### config.mk
export PLATFORM = sky130hd
export DESIGN_NAME = wwd_top
export DESIGN_NICKNAME = d
export VERILOG_FILES = /design/src/include/wwd_pkg.sv /design/src/hw/wwd_top.sv /design/src/hw/wwd_tick_div.sv
export SDC_FILE = /design/constraint.sdc
export NUM_CORES = 1
export LEC_CHECK = 0
export BUFFER_PORTS_ARGS = -buffer_cell sky130_fd_sc_hd__buf_2
export CORE_ASPECT_RATIO = 1.4
export CORE_MARGIN = 4
export CORE_UTILIZATION = 58
export DETAILED_ROUTE_END_ITERATION = 8
export PLACE_DENSITY_LB_ADDON = 0.12
export REMOVE_ABC_BUFFERS = 1
export SYNTH_ARGS = -nofsm -noshare
export SYNTH_HDL_FRONTEND = slang
export SYNTH_HIERARCHICAL = 1
export SYNTH_SLANG_ARGS = --single-unit
### constraint.sdc
create_clock -name clk_sys -period 5.7 [get_ports clk_sys]
set_clock_uncertainty 0.05 [all_clocks]
set_input_delay 0.285 -clock clk_sys [delete_from_list [all_inputs] [get_ports clk_sys]]
set_output_delay 0.285 -clock clk_sys [all_outputs]
set_load 0.05 [all_outputs]
### src/include/wwd_pkg.sv
// shared constants for the window watchdog block
package wwd_pkg;

    // -----------------------------------------------------------------
    // timing
    // -----------------------------------------------------------------
    localparam int unsigned CLK_HZ = 25_000_000; // system clock rate
    localparam int unsigned LF_HZ = 32_768;      // low_freq_clock rate
    // system cycles per low-frequency tick, rounded down
    localparam int unsigned LF_CYC = CLK_HZ / LF_HZ;
    localparam int CNT_W = 25;                   // time base width

    // -----------------------------------------------------------------
    // register offsets (byte addresses)
    // -----------------------------------------------------------------
    localparam logic [7:0] OFF_CTL0 = 8'h00; // static_config_register
    localparam logic [7:0] OFF_CTL1 = 8'h04; // dynamic_config_register
    localparam logic [7:0] OFF_RST = 8'h08;  // counter_restart_register
    localparam logic [7:0] OFF_STAT = 8'h0c; // run and violation status
    localparam logic [7:0] OFF_IMASK = 8'h10; // interrupt mask
    localparam logic [7:0] OFF_IFLAG = 8'h14; // flag, write one clears

    // -----------------------------------------------------------------
    // keys and field layout
    // -----------------------------------------------------------------
    localparam logic [7:0] KEY_CTL0 = 8'hc9;
    localparam logic [7:0] KEY_CTL1 = 8'hbe;
    localparam logic [31:0] RESTART_KEY = 32'h0000_00a7;
    localparam int F_DIV = 0;    // divider_field [2:0]
    localparam int F_PER = 4;    // period select [6:4]
    localparam int F_WIN0 = 8;   // closed window 0 [10:8]
    localparam int F_WIN1 = 12;  // closed window 1 [14:12]
    localparam int F_MODE = 16;  // 1 selects interval timer
    localparam int F_STOP = 17;  // 1 suspends in low power
    localparam int F_KEY = 24;   // password byte [31:24]
    localparam logic [2:0] DIV_RESET = 3'h3; // divide by four

    // -----------------------------------------------------------------
    // period and window tables
    // -----------------------------------------------------------------
    // log2 of the total count for each period select
    function automatic int unsigned per_shift(input logic [2:0] sel);
        unique case (sel)
            3'h0: per_shift = 25;
            3'h1: per_shift = 21;
            3'h2: per_shift = 18;
            3'h3: per_shift = 15;
            3'h4: per_shift = 12;
            3'h5: per_shift = 10;
            3'h6: per_shift = 8;
            3'h7: per_shift = 6;
        endcase
    endfunction : per_shift

    // closed part of the period in sixteenths
    function automatic logic [3:0] win_16ths(input logic [2:0] sel);
        unique case (sel)
            3'h0: win_16ths = 4'h0;
            3'h1: win_16ths = 4'h2;
            3'h2: win_16ths = 4'h3;
            3'h3: win_16ths = 4'h4;
            3'h4: win_16ths = 4'h8;
            3'h5: win_16ths = 4'hc;
            3'h6: win_16ths = 4'hd;
            3'h7: win_16ths = 4'he;
        endcase
    endfunction : win_16ths

endpackage : wwd_pkg

### src/hw/wwd_top.sv
// window watchdog instance with apb register slave
`timescale 1ns/1ns
`default_nettype none

// Operation
// - 25-bit time base, closed then open window
// - counts low-frequency clock through programmable divider
// - eight selectable periods set total count
// - optional suspend while in low power
// - watchdog mode or interval timer mode
// - first instance violation requests boot reset
// - second instance violation requests system reset
// - one or two independent instances exist
// - watchdog counts up from zero to period
// - closed window first, then open window
// - restart in closed window is a violation
// - no restart by period end is violation
// - zero closed window allows restart anytime
// - interval mode interrupts on expiry, no reset
// - interval mode interrupts on wrong password
// - interval interrupts are maskable
// - failure drives violation to system controller
// - restart key resets count, other values violate
// - keyed 32-bit writes, password reads zero
// - first keyed static write enables, then locked
// - divider selects one to eight
module wwd_top
    import wwd_pkg::*;
#(
    parameter int INST = 0 // 0 is instance a, 1 is instance b
) (
    // clock and reset
    input wire logic clk_sys,
    input wire logic rst,
    // apb slave
    input wire logic psel,
    input wire logic penable,
    input wire logic pwrite,
    input wire logic [7:0] paddr,
    input wire logic [31:0] pwdata,
    input wire logic [3:0] pstrb,
    output logic [31:0] prdata,
    output logic pready,
    output logic pslverr,
    // system state
    input wire logic low_power_mode,
    // toward system controller and processor
    output logic violation,
    output logic boot_reset_req,
    output logic system_reset_req,
    output logic irq
);

    if (INST < 0 || INST > 1) begin : g_bad_inst
        $error("instance position must be 0 or 1");
    end

    // -----------------------------------------------------------------
    // state
    // -----------------------------------------------------------------
    logic en_reg;              // enabled by first keyed write
    logic [2:0] div_reg;       // divider_field
    logic [2:0] per_reg;       // period select
    logic [2:0] win0_reg;      // closed window choice 0
    logic [2:0] win1_reg;      // closed window choice 1
    logic mode_reg;            // 1 is interval timer
    logic stop_reg;            // suspend in low power
    logic winsel_reg;          // active window choice
    logic [CNT_W-1:0] cnt_reg; // time base
    logic viol_reg;            // sticky violation
    logic iflag_reg;           // sticky interval interrupt
    logic imask_reg;           // 1 lets the interrupt out
    logic [31:0] rdata_reg;    // read data captured at setup

    // -----------------------------------------------------------------
    // bus decode
    // -----------------------------------------------------------------
    wire setup = psel && !penable;
    wire wr = psel && penable && pwrite;
    wire full_word = (pstrb == 4'hf);
    wire [7:0] key = pwdata[F_KEY +: 8];
    wire sel_ctl0 = (paddr == OFF_CTL0);
    wire sel_ctl1 = (paddr == OFF_CTL1);
    wire sel_rst = (paddr == OFF_RST);
    wire sel_stat = (paddr == OFF_STAT);
    wire sel_imask = (paddr == OFF_IMASK);
    wire sel_iflag = (paddr == OFF_IFLAG);
    wire mapped = sel_ctl0 || sel_ctl1 || sel_rst || sel_stat
        || sel_imask || sel_iflag;

    // zero wait states, error only for unmapped addresses
    assign pready = 1'b1;
    assign pslverr = psel && penable && !mapped;
    assign prdata = rdata_reg;

    // -----------------------------------------------------------------
    // write qualification
    // -----------------------------------------------------------------
    wire wr_ctl0 = wr && sel_ctl0;
    wire wr_ctl1 = wr && sel_ctl1;
    wire wr_rst = wr && sel_rst;
    wire ok_ctl0 = full_word && (key == KEY_CTL0);
    wire ok_ctl1 = full_word && (key == KEY_CTL1);
    wire ok_rst = full_word && (pwdata == RESTART_KEY);

    wire key_err = (wr_ctl0 && !ok_ctl0) || (wr_ctl1 && !ok_ctl1);
    // enable on first keyed static write
    wire load_ctl0 = wr_ctl0 && ok_ctl0 && !en_reg;
    wire lock_err = wr_ctl0 && ok_ctl0 && en_reg;
    // anything but the restart key faults
    wire rst_val_err = wr_rst && !ok_rst;

    // -----------------------------------------------------------------
    // window arithmetic
    // -----------------------------------------------------------------
    wire wd_mode = !mode_reg;
    wire [2:0] win_sel = winsel_reg ? win1_reg : win0_reg;
    wire [4:0] psh = 5'(per_shift(per_reg));

    // last count of the chosen period
    wire [CNT_W:0] per_count = (CNT_W+1)'(1) << psh;
    wire [CNT_W-1:0] per_last = CNT_W'(per_count - (CNT_W+1)'(1));

    // closed part is the leading sixteenths
    // periods are at least 2^6 so the shift stays exact
    wire [CNT_W-1:0] closed_cnt =
        CNT_W'({21'h0, win_16ths(win_sel)} << (psh - 5'd4));

    // zero sixteenths leaves no closed part
    wire in_closed = cnt_reg < closed_cnt;

    wire closed_err = wr_rst && ok_rst && en_reg && wd_mode
        && in_closed;
    wire good_restart = wr_rst && ok_rst && en_reg
        && !(wd_mode && in_closed);

    // -----------------------------------------------------------------
    // time base
    // -----------------------------------------------------------------
    // suspend only when the option asks for it
    wire running = en_reg && !(stop_reg && low_power_mode);
    wire tick;

    // divider_field gives divide by one to eight
    wwd_tick_div u_div (
        .clk_sys(clk_sys),
        .rst(rst),
        .clear(!en_reg || good_restart),
        .enable(running),
        .div_sel(div_reg),
        .tick(tick)
    );

    // end of open window without restart
    wire expire = running && tick && (cnt_reg == per_last);

    // -----------------------------------------------------------------
    // event routing
    // -----------------------------------------------------------------
    // watchdog faults become a violation
    wire wd_fault = wd_mode && (key_err || lock_err || rst_val_err
        || closed_err || expire);
    // a bad password interrupts as well
    wire int_event = mode_reg && (expire || key_err || lock_err);
    wire iflag_clr = wr && sel_iflag && pwdata[0];

    // once set, only reset removes it
    wire viol_next = viol_reg || wd_fault;
    // set wins over a clear in the same cycle
    wire iflag_next = int_event || (iflag_reg && !iflag_clr);

    // count up from zero, wrap after last
    wire [CNT_W-1:0] cnt_next =
        (!en_reg || good_restart || expire) ? '0
        : (running && tick) ? cnt_reg + CNT_W'(1)
        : cnt_reg;

    // -----------------------------------------------------------------
    // read mux
    // -----------------------------------------------------------------
    // password byte always reads as zero
    wire [31:0] rd_ctl0 = {14'h0, stop_reg, mode_reg,
        1'b0, win1_reg, 1'b0, win0_reg,
        1'b0, per_reg, 1'b0, div_reg};
    wire [31:0] rd_mux =
        sel_ctl0 ? rd_ctl0
        : sel_ctl1 ? {31'h0, winsel_reg}
        : sel_stat ? {30'h0, viol_reg, running}
        : sel_imask ? {31'h0, imask_reg}
        : sel_iflag ? {31'h0, iflag_reg}
        : 32'h0000_0000;

    // -----------------------------------------------------------------
    // static configuration
    // -----------------------------------------------------------------
    // mode, divider, period and both window sizes fixed at enable
    always_ff @(posedge clk_sys or posedge rst) begin
        if (rst) begin
            en_reg <= 1'b0;
            div_reg <= DIV_RESET;
            per_reg <= 3'h0;
            win0_reg <= 3'h0;
            win1_reg <= 3'h0;
            mode_reg <= 1'b0;
            stop_reg <= 1'b0;
        end else if (load_ctl0) begin
            en_reg <= 1'b1;
            div_reg <= pwdata[F_DIV +: 3];
            per_reg <= pwdata[F_PER +: 3];
            win0_reg <= pwdata[F_WIN0 +: 3];
            win1_reg <= pwdata[F_WIN1 +: 3];
            mode_reg <= pwdata[F_MODE];
            stop_reg <= pwdata[F_STOP];
        end
    end

    // -----------------------------------------------------------------
    // dynamic configuration and mask
    // -----------------------------------------------------------------
    // window choice may change while running
    always_ff @(posedge clk_sys or posedge rst) begin
        if (rst) begin
            winsel_reg <= 1'b0;
            imask_reg <= 1'b0;
        end else begin
            if (wr_ctl1 && ok_ctl1) begin
                winsel_reg <= pwdata[0];
            end
            if (wr && sel_imask) begin
                imask_reg <= pwdata[0];
            end
        end
    end

    // -----------------------------------------------------------------
    // counter, flags, read data
    // -----------------------------------------------------------------
    always_ff @(posedge clk_sys or posedge rst) begin
        if (rst) begin
            cnt_reg <= '0;
            viol_reg <= 1'b0;
            iflag_reg <= 1'b0;
            rdata_reg <= 32'h0000_0000;
        end else begin
            cnt_reg <= cnt_next;
            viol_reg <= viol_next;
            iflag_reg <= iflag_next;
            if (setup && !pwrite) begin
                rdata_reg <= rd_mux;
            end
        end
    end

    // -----------------------------------------------------------------
    // outputs
    // -----------------------------------------------------------------
    assign violation = viol_reg;
    // instance a asks for a boot reset
    assign boot_reset_req = viol_reg && (INST == 0);
    // instance b asks for a system reset
    assign system_reset_req = viol_reg && (INST == 1);
    assign irq = iflag_reg && imask_reg;

    // -----------------------------------------------------------------
    // checks
    // -----------------------------------------------------------------
    // cycles since the last tick or divider clear; only the checks
    // read it, and it wraps harmlessly while the count is suspended
    logic [12:0] gap_reg;
    // expected spacing of divided ticks for the current divider_field
    wire [12:0] gap_want = 13'((32'(div_reg) + 32'd1) * LF_CYC - 32'd1);
    always_ff @(posedge clk_sys or posedge rst) begin
        if (rst) begin
            gap_reg <= 13'h0;
        end else if (tick || !en_reg || good_restart) begin
            gap_reg <= 13'h0;
        end else begin
            gap_reg <= gap_reg + 13'h1;
        end
    end
endmodule : wwd_top

`default_nettype wire

### src/hw/wwd_tick_div.sv
// low-frequency tick source and programmable divider
`timescale 1ns/1ns
`default_nettype none

module wwd_tick_div
    import wwd_pkg::*;
(
    // clock and reset
    input wire logic clk_sys,
    input wire logic rst,
    // control
    input wire logic clear,
    input wire logic enable,
    input wire logic [2:0] div_sel,
    // output
    output logic tick
);

    localparam logic [9:0] LF_LAST = 10'(LF_CYC - 1);

    // elaboration refuses rates the ten-bit prescaler cannot serve
    if (LF_CYC < 2 || LF_CYC > 1024) begin : g_bad_rate
        $error("system clock too slow or fast for tick");
    end

    logic [9:0] pre_reg; // system cycles within one lf period
    logic [2:0] div_reg; // lf ticks within one divided tick
    logic pre_wrap;
    logic div_wrap;

    // -----------------------------------------------------------------
    // decoding
    // -----------------------------------------------------------------
    assign pre_wrap = enable && (pre_reg == LF_LAST);
    assign div_wrap = (div_reg == div_sel);
    assign tick = pre_wrap && div_wrap;

    // -----------------------------------------------------------------
    // counters
    // -----------------------------------------------------------------
    // clear restarts both stages so the first tick is a full period
    always_ff @(posedge clk_sys or posedge rst) begin
        if (rst) begin
            pre_reg <= 10'h000;
            div_reg <= 3'h0;
        end else if (clear) begin
            pre_reg <= 10'h000;
            div_reg <= 3'h0;
        end else if (pre_wrap) begin
            pre_reg <= 10'h000;
            div_reg <= div_wrap ? 3'h0 : div_reg + 3'h1;
        end else if (enable) begin
            pre_reg <= pre_reg + 10'h001;
        end
    end

endmodule : wwd_tick_div

`default_nettype wire

# [Yosys cells after proc, flatten, opt, wreduce, memory -nomap -nowiden]
# Memory sizes are Yosys's and may differ from the RTL's.
# Index checks and enable logic that the tools add are counted.
[totals] reg_bits=89 romBits=72 inputBits=50 output_inout_bits=38 wordCells=119 n_memories=2
[memory_table] memory="(no name shown)" words=8 width=5 read_ports=1 rd_ports_with_merged_regs=0 write_ports=0 line_no="wwd_pkg.sv:43" rtl="unique case (sel)"
[memory_table] memory="(no name shown)" words=8 width=4 read_ports=1 rd_ports_with_merged_regs=0 write_ports=0 line_no="wwd_pkg.sv:57" rtl="unique case (sel)"
[classes] add_sub_neg=5 magnitude_cmp=1 eq_ne=12 n_shift=2 n_mux=14 reduce_logical=68
[ops] operator="$mux W25" count=2
[ops] operator="$logic_and A1 B1 Y1" count=37
[ops] operator="$eq A32 B8 Y1 const B" count=1
[ops] operator="$mux W10" count=3
[ops] operator="$add A25 B1 Y25 const B" count=1
[ops] operator="$eq A25 B25 Y1" count=1
[ops] operator="$lt A25 B25 Y1" count=1
[ops] operator="$shl A1 B5 Y25 const A" count=1
[ops] operator="$shl A4 B5 Y25" count=1
[ops] operator="$sub A25 B1 Y25 const B" count=1
[ops] operator="$mux W18" count=1
[ops] operator="$eq A8 B4 Y1 const B" count=2
[ops] operator="$eq A8 B5 Y1 const B" count=2
[ops] operator="$eq A8 B8 Y1 const B" count=2
[ops] operator="$logic_or A1 B1 Y1" count=16
[ops] operator="$mux W3" count=4
[ops] operator="$logic_not A1 Y1" count=11
[ops] operator="$add A10 B1 Y10 const B" count=1
[ops] operator="$eq A10 B10 Y1 const B" count=1
[ops] operator="$eq A8 B3 Y1 const B" count=1
[ops] operator="$logic_not A8 Y1" count=1
[ops] operator="$sub A5 B3 Y5 const B" count=1
[ops] operator="$eq A4 B4 Y1 const B" count=1
[ops] operator="$mux W2" count=2
[ops] operator="other kinds (5)" count=7

# [Longest topological paths before layout]
# Gate-level depths: netlist of run 1.
[depth] ltp_word=11 mapped_depth=24

# [Cells and area by module]
# The synthesis of run 1 kept the hierarchy.
[by_module_without_submodules] module="wwd_top" instances=1 cells_per_inst=550 area_per_inst_um2=4774.6 seq_area_each_um2=1453.9
[by_module_without_submodules] module="wwd_tick_div" instances=1 cells_per_inst=83 area_per_inst_um2=787.0 seq_area_each_um2=325.3

# [Least setup slack after synthesis of run 1]
# Ideal clock, no wire load.
[synth_timing] path_type="register to register" start="reg per_reg[0]" end="reg u_div.pre_reg[6]" setup_time_ns=0.136 arrival_time_ns=4.625 required_time_ns=5.514 path_slack_ns=0.889 path_stages_with_launch=23 path_buffers=4 period_less_slack_ns=4.811 path_cell_list="dfrtp_1 buf_2 buf_2 inv_1 ha_1 buf_2 nor3_1 o21ai_1 o311ai_1 mux2i_1 mux2i_1 or4b_1 ha_1 and4_1 a2111oi_0 nand4_1 nand2_1 o21ai_2 buf_2 o211a_1 nand3_1 xor2_1 nor3_1"
[synth_between] elab_chain_cells=9 elab_cells_between_ends=10
[synth_rtl] element="start: declaration" line_no="wwd_top.sv:63" rtl="logic [2:0] per_reg;"
[synth_rtl] element="start signal: assignment" line_no="wwd_top.sv:209" rtl="per_reg <= pwdata[F_PER +: 3];"
[synth_rtl] element="$mem_v2 Z8 W5 *"
[synth_rtl] element="$sub A5 B3 Y5 *" line_no="wwd_top.sv:127" rtl="CNT_W'({21'h0, win_16ths(win_sel)} << (psh - 5'd4));"
[synth_rtl] element="$shl A4 B5 Y25 *" line_no="wwd_top.sv:127"
[synth_rtl] element="$lt A25 B25 Y1 *" line_no="wwd_top.sv:130" rtl="wire in_closed = cnt_reg < closed_cnt;"
[synth_rtl] element="$logic_and A1 B1 Y1 *" line_no="wwd_top.sv:135" rtl="&& !(wd_mode && in_closed);"
[synth_rtl] element="$logic_not A1 Y1 *" line_no="wwd_top.sv:135"
[synth_rtl] element="$logic_and A1 B1 Y1 *" line_no="wwd_top.sv:135"
[synth_rtl] element="$logic_or A1 B1 Y1 *" line_no="wwd_top.sv:148" rtl=".clear(!en_reg || good_restart),"
[synth_rtl] element="$reduce_bool A3 Y1 (no source line) / $mux W10 (equally long branches)"
[synth_rtl] element="end signal: assignment" line_no="wwd_tick_div.sv:53" rtl="pre_reg <= pre_reg + 10'h001;"
[synth_rtl] element="end: declaration" line_no="wwd_tick_div.sv:26" rtl="logic [9:0] pre_reg;"
# Mark *: on every way between the ends. The rest lies on a longest branch, timed or not.
# A chain may end at the register's enable or synchronous reset.

# [Worst setup path in the final report of run 1]
[layout_timing] start="reg per_reg[1]" end="reg u_div.pre_reg[8]"
# Same word-level chain as after synthesis.

==> results.py, run 1 <==
metrics = {
    "yosys": {
        "synth.yosys.seq_area_share": 0.3199,
        "synth_top_area_frac": 0.3105,
        "async_reset_ff_frac": 1.000,
        "yosysMostFrequentCell": "nand2_1",
        "synth_cells": 633,
        "avgSynthCellArea_um2": 8.786,
        "yosysUniqueCellTypes": 71,
        "synth_top_cell_by_area": "dfrtp_1",
        "synth_edf_count": 0,
        "synthFlopType": "dfrtp_1",
        "ys_warn_count": 6,
        "ys_seq_elements": 71,
        "netlist_area_um2": 5562,
        "netlist_top_cells_count": "nand2_1 (87), dfrtp_1 (69), ha_1 (34), nand3_1 (34)",
        "yosys-top-cells-area": "dfrtp_1 (31%), ha_1 (7.6%), nand2_1 (5.9%)",
    },
    "critical_path": {
        "startpoint_type": "flop",
        "crit_required_ns": 5.85,
        "cp_max_fo": 17,
        "path_cells": "ha_1 > nor2_1 > o311ai_1 > mux2i_1 > mux2i_1 > or4b_1 > ha_1 > and4_1 > a2111oi_0 > nand4_1 > nand2_1 > o21ai_4 > o211a_1 > nand3_1 > xor2_1 > nor2_1",
        "worstPathArrival_ns": 5.04,
        "crit_type": "reg2reg",
        "cp-end-kind": "flop",
        "cp_slowest_stage_delay_ns": 0.62,
        "crit_slowest_cell": "dfrtp_1",
    },
    "die": {
        "io_pins": 88,
        "rows": 42,
        "fp.dieH_um": 123.9,
        "core_um2": 9407,
        "die_area_um2": 11240,
        "die_w_um": 90.76,
        "start_util": 0.5912,
    },
    "final_layout": {
        "drive_gt1_frac": 0.1852,
        "nNetsFinal": 770,
        "num-fill-cells": 813,
        "finalNonFillerCells": 801,
        "largest_reg_flops": 25,
        "area_growth_pct": 10.71,
        "insertedDiodeCount": 0,
        "final_util": 0.6546,
    },
    "global_route": {
        "grt_pass1_wl_mm": 23.21,
        "grt_max_degree": 59,
        "gr-usage-all-layers": 0.2576,
        "overflow": 0,
        "antenna_found_initial": 0,
        "grt_pass1_vias": 4840,
    },
    "routing": {
        "wire_per_inst_um": 17.77,
        "drc_errors": 0,
        "ant_nets": 0,
        "routed_via_density": 6.145,
        "drt_iter0_drc": 274,
        "drt_first_pass_iters": 5,
        "wl_mm": 14.23,
        "num_vias": 4922,
    },
    "power_and_ir_drop": {
        "p_per_area_nw_per_um2": 188.2,
        "seqPwrFrac": 0.438,
        "totalPowerFinal_uw": 1159,
        "combPwrFrac": 0.074,
        "vdd_drop_max_mv": 0.2191,
        "p_clk_frac": 0.488,
        "p_int_uw": 866.2,
        "p_switching_uw": 292.8,
        "sw_frac_of_total": 0.2526,
        "p_leak_uw": 0.002862,
    },
    "clocking": {
        "cts.clk_slew.worst_paths_ns": 0.06,
        "htree_levels": 3,
        "cts_max_path_buffers": 2,
        "cts_tree": "built",
        "cts_buffers": 9,
        "clock-root-buffer": "clkbuf_16",
        "clock_sinks": 71,
        "clk_latency_ns": 0.34,
    },
    "sta": {
        "finalCritPeriodShare": 0.8575,
        "hold_viol": 0,
        "worst_pin_slew_ns": 0.7904,
        "clock.fmax_mhz": 204.6,
        "slew_headroom": 0.4731,
        "slew_violations": 0,
        "period_needed_ns": 4.887,
        "fin_tns_setup_ns": 0,
        "rsz0062_at_grt": "no",
        "layout_setup_ws_ns": 0.8125,
        "setup_viol": 0,
    },
    "place": {
        "placed_cells": 784,
        "dp_hpwl_mm": 10.69,
        "io_buffers": 67,
        "gp_congestion": 0.9392,
        "pre_cts_ws_ns": 0.9329,
    },
    "worst_hold_path": {
        "hold_path.class": "in2reg",
    },
    "flow_run": {
        "drv_cap": 0,
    },
    "status": {
        "outcome": "finished clean",
    },
}
-- area by class of cell --
cell class | instances | area (um2) | share of cell area
inverter | 12 | 45.04 | 0.007316
tap | 110 | 137.6 | 0.02235
timing repair buffer | 75 | 397.9 | 0.06462
clock buffer | 10 | 229.0 | 0.03719
sequential | 71 | 1779 | 0.2890
multi-input combinational | 517 | 3498 | 0.5682
clock inverter | 6 | 70.07 | 0.01138
-- final timing paths --
| kind | endpoint | slack, ns | startpoint | depth (start not counted) |
|---|---|---|---|---|
| worst max-delay path | u_div/pre_reg[8]$_DFFE_PP0P_ | 0.81 | per_reg[1]$_DFFE_PP0P_ | 16 |
| worst min-delay path | win0_reg[1]$_DFFE_PP0P_ | 0.12 | pwdata[9] | 2 |
| worst max register to register | u_div/pre_reg[8]$_DFFE_PP0P_ | 0.81 | per_reg[1]$_DFFE_PP0P_ | 16 |
| worst min register to register | prdata[4]$_DFFE_PP0P_ | 0.43 | prdata[4]$_DFFE_PP0P_ | 2 |
| max in group asynchronous | prdata[6]$_DFFE_PP0P_ | 4.44 | rst | 4 |
| min in group asynchronous | u_div/pre_reg[0]$_DFFE_PP0P_ | 0.49 | rst | 3 |
-- placed cells by master, fill, tap and decap left out, types with 5 or more instances in the layout --
cell / n
mux2_2: 6
xor2_1: 23
buf_4: 7
dfrtp_1: 69
clkbuf_16: 9
mux2i_1: 12
o21ai_0: 13
nand2b_1: 10
nand3b_1: 5
or3_1: 6
nor2b_1: 5
nand2_1: 87
nor3_1: 23
nor2_1: 26
ha_1: 34
o21ai_1: 17
and3_1: 8
a21oi_1: 26
nand3_1: 34
a31oi_1: 8
buf_2: 67
nor3_2: 22
conb_1: 20
nand4_1: 19
mux2_1: 12
nor4_1: 9
and2_1: 6
inv_1: 11
and4_1: 6
xnor2_1: 21
-- cells by family after synthesis --
family / count (synthesis) / share of synthesized area
flops: 71 / 0.3199
mux: 30 / 0.05804
compound gates: 100 / 0.1123
fa+ha+maj: 34 / 0.07649
simple gates: 289 / 0.2981
xor+xnor: 44 / 0.06929
other cells: 2 / 0.001350
buf+inv: 63 / 0.06457
-- critical path, delay by kind of cell (launching register included) --
family                   cells  cell delay [ns]
multiplexers                 2             0.41
AO/OA/AOI/OAI                4             1.33
XOR/XNOR                     1             0.17
AND/OR/NAND/NOR              7             1.40
adder cells (fa/ha/maj)      2             0.79
flip-flops                   1             0.62
-- power by group through the flow --
| stage | clock [uW] | sequential (uW) | combinational (uW) |
|---|---|---|---|
| 2_1_floorplan | 0 | 524 | 46.1 |
| 3_3_place_gp | 0 | 517 | 83.7 |
| 3_5_place_dp | 0 | 517 | 85.0 |
| 4_1_cts | 575 | 507 | 85.8 |
| 5_1_grt | 604 | 507 | 92.4 |
| 6_report | 566 | 507 | 85.8 |
-- through the flow --
stage | hold slack (ns) | instance area (um2)
after CTS | 0.1109 | 6157
after detailed placement | 0.3071 | 5848
after floorplan | 0.1120 | 5315
after global placement | 0.2974 | 5848
after global routing | 0.1168 | 6157
final | 0.1191 | 6157
-- metal layers --
| metal | up-vias | part of all wire | global-route usage |
|---|---|---|---|
| li1 | 2367 | - | - |
| met1 | 2355 | 0.40 | 0.3058 |
| met2 | 157 | 0.52 | 0.4510 |
| met3 | 43 | 0.050 | 0.04894 |
| met4 | 0 | 0.034 | 0.1226 |
| met5 | - | 0 | 0 |
-- timing repair --
action / 4_1_cts / 5_1_grt
buffers inserted: 0 / 0
endpoints found under the hold margin: 13 / 0
hold buffers: 1 / 0
resized for setup: 0 / 0
Note: power is estimated with default switching activity, not from simulation.
==> run 2, diff against run 1 <==
--- a/config.mk
+++ b/config.mk
@@ -6,9 +6,11 @@
 export NUM_CORES = 1
 export LEC_CHECK = 0
 export BUFFER_PORTS_ARGS = -buffer_cell sky130_fd_sc_hd__buf_2
+export CELL_PAD_IN_SITES_DETAIL_PLACEMENT = 0
+export CELL_PAD_IN_SITES_GLOBAL_PLACEMENT = 1
 export CORE_ASPECT_RATIO = 1.4
 export CORE_MARGIN = 4
-export CORE_UTILIZATION = 58
+export CORE_UTILIZATION = 44
 export DETAILED_ROUTE_END_ITERATION = 8
 export PLACE_DENSITY_LB_ADDON = 0.12
 export REMOVE_ABC_BUFFERS = 1
==> run 2 against run 1 <==
- combinational power is 0.8% lower
- first-iteration DRC count is 16% lower
- power is 1.8% higher
- die area is 29% higher
- critical endpoint unchanged
- largest power group unchanged
==> results.py, run 2 (synthesis gave the netlist of run 1 again) <==
metrics = {
    "die": {
        "fp.dieH_um": 141.0,
        "die_area_um2": 14530,
        "rows": 48,
        "core_um2": 12370,
        "die_w_um": 103.0,
        "start_util": 0.4495,
        "io_pins": 88,
    },
    "routing": {
        "route.met3.wl_um": 415,
        "wire_per_inst_um": 17.39,
        "drc_errors": 0,
        "drt_first_pass_iters": 4,
        "ant_nets": 0,
        "wl_mm": 14.62,
        "met2WireLength_mm": 7.698,
        "routed_via_density": 5.648,
        "m1WireLength_mm": 6.201,
        "maxUsedRoutingLayer": "met4",
        "drt_iter0_drc": 230,
        "num_vias": 4750,
    },
    "global_route": {
        "antenna_found_initial": 0,
        "grt_max_degree": 59,
        "grt_pass1_vias": 4621,
        "grt_pass1_wl_mm": 23.50,
        "overflow": 0,
        "gr-usage-all-layers": 0.2055,
    },
    "final_layout": {
        "largest_reg_flops": 25,
        "layout_common_cells": "nand2_1 (87), dfrtp_1 (69), buf_2 (67)",
        "regArea_um2": 1779,
        "area_growth_pct": 11.81,
        "multi_input_area_um2": 3498,
        "nNetsFinal": 770,
        "num-fill-cells": 1195,
        "drive_gt1_frac": 0.1852,
        "final_common_cell": "nand2_1",
        "insertedDiodeCount": 0,
    },
    "place": {
        "gp_congestion": 0.8255,
        "dp_hpwl_mm": 11.12,
        "io_buffers": 67,
        "pre_cts_ws_ns": 0.6588,
    },
    "flow_run": {
        "drv_cap": 0,
    },
    "clocking": {
        "clk_latency_ns": 0.33,
        "cts.clk_slew.worst_paths_ns": 0.06,
        "postCtsSetupBuffers": 0,
        "clock_sinks": 71,
        "cts_buffers": 9,
        "cts_max_path_buffers": 2,
        "cts_tree": "built",
        "htree_levels": 3,
        "cts_hold_buf": 1,
        "clock-root-buffer": "clkbuf_16",
        "cts_resized": 0,
    },
    "sta": {
        "worst_pin_slew_ns": 1.034,
        "setup_viol": 0,
        "period_needed_ns": 5.176,
        "slew_violations": 0,
        "slew_headroom": 0.2928,
        "clock.fmax_mhz": 193.2,
        "finalCritPeriodShare": 0.9080,
        "fin_tns_setup_ns": 0,
        "rsz0062_at_grt": "no",
        "layout_setup_ws_ns": 0.5241,
        "hold_viol": 0,
    },
    "critical_path": {
        "worstPathArrival_ns": 5.32,
        "critical_path.top_delay_family": "compound AO/OA/AOI/OAI gates",
        "crit_type": "reg2reg",
        "startpoint_type": "flop",
        "cp_num_buf_inv": 0,
        "cp_max_fo": 17,
        "crit_slowest_cell": "a2111oi_0",
        "crit_required_ns": 5.84,
        "path_cells": "ha_1 > nor2_1 > o311ai_1 > mux2i_1 > mux2i_1 > or4b_1 > ha_1 > and4_1 > a2111oi_0 > nand4_1 > nand2_1 > o21ai_4 > o211a_1 > nand3_1 > xor2_1 > nor2_1",
        "cp-end-kind": "flop",
        "cp_slowest_stage_delay_ns": 0.88,
    },
    "power_and_ir_drop": {
        "vdd_drop_max_mv": 0.1283,
        "p_leak_uw": 0.002883,
        "totalPowerFinal_uw": 1180,
        "p_per_area_nw_per_um2": 189.7,
    },
    "status": {
        "outcome": "finished clean",
    },
    "worst_hold_path": {
        "hold_path.class": "in2reg",
    },
}
-- run 2: cell count changes in the layout (fill, tap and decap cells not counted), sizes merged --
cell / change
clkbuf: +3
clkinvlp: -3
clkinv: +1
inv: -1
-- run 2: cell type report --
type / count / share of cell area
Timing Repair Buffer: 75 / 0.06398
Tap cell: 150 / 0.03018
Sequential cell: 71 / 0.2861
Clock inverter: 3 / 0.006439
Inverter: 12 / 0.007243
Clock buffer: 13 / 0.04346
Multi-Input combinational cell: 517 / 0.5626
-- run 2: path summary, 6_finish.rpt --
check / startpoint / end / slack [ns] / cells past startpoint
hold reg to reg: prdata[4]$_DFFE_PP0P_ / prdata[4]$_DFFE_PP0P_ / 0.42 / 2
setup reg to reg: per_reg[1]$_DFFE_PP0P_ / u_div/pre_reg[8]$_DFFE_PP0P_ / 0.52 / 16
max in group asynchronous: rst / win0_reg[0]$_DFFE_PP0P_ / 4.42 / 4
hold / removal: pwdata[9] / win0_reg[1]$_DFFE_PP0P_ / 0.13 / 2
min in group asynchronous: rst / u_div/pre_reg[5]$_DFFE_PP0P_ / 0.49 / 3
setup / recovery: per_reg[1]$_DFFE_PP0P_ / u_div/pre_reg[8]$_DFFE_PP0P_ / 0.52 / 16
-- run 2: routing by layer --
metal | up-vias | global-route usage
li1 | 2355 | -
met1 | 2288 | 0.2562
met2 | 89 | 0.3575
met3 | 18 | 0.03020
met4 | 0 | 0.06821
met5 | - | 0
-- run 2: per-stage QoR --
stage / instances / hold slack [ns] / instance area (um2) / utilization
after detailed placement: 824 / 0.3062 / 5898 / 0.4767
final: 841 / 0.1301 / 6218 / 0.5026
after global routing: 841 / 0.1285 / 6218 / 0.5026
after CTS: 841 / 0.1191 / 6218 / 0.5026
after global placement: 824 / 0.3132 / 5898 / 0.4767
after floorplan: 600 / 0.1120 / 5315 / -
-- run 2: power by group --
part           leakage (uW)  total (uW)  internal (uW)  switching, uW
Sequential         0.000963         508            506           1.79
Clock              0.000156         587            373            213
Combinational       0.00176        85.1           19.2           66.0
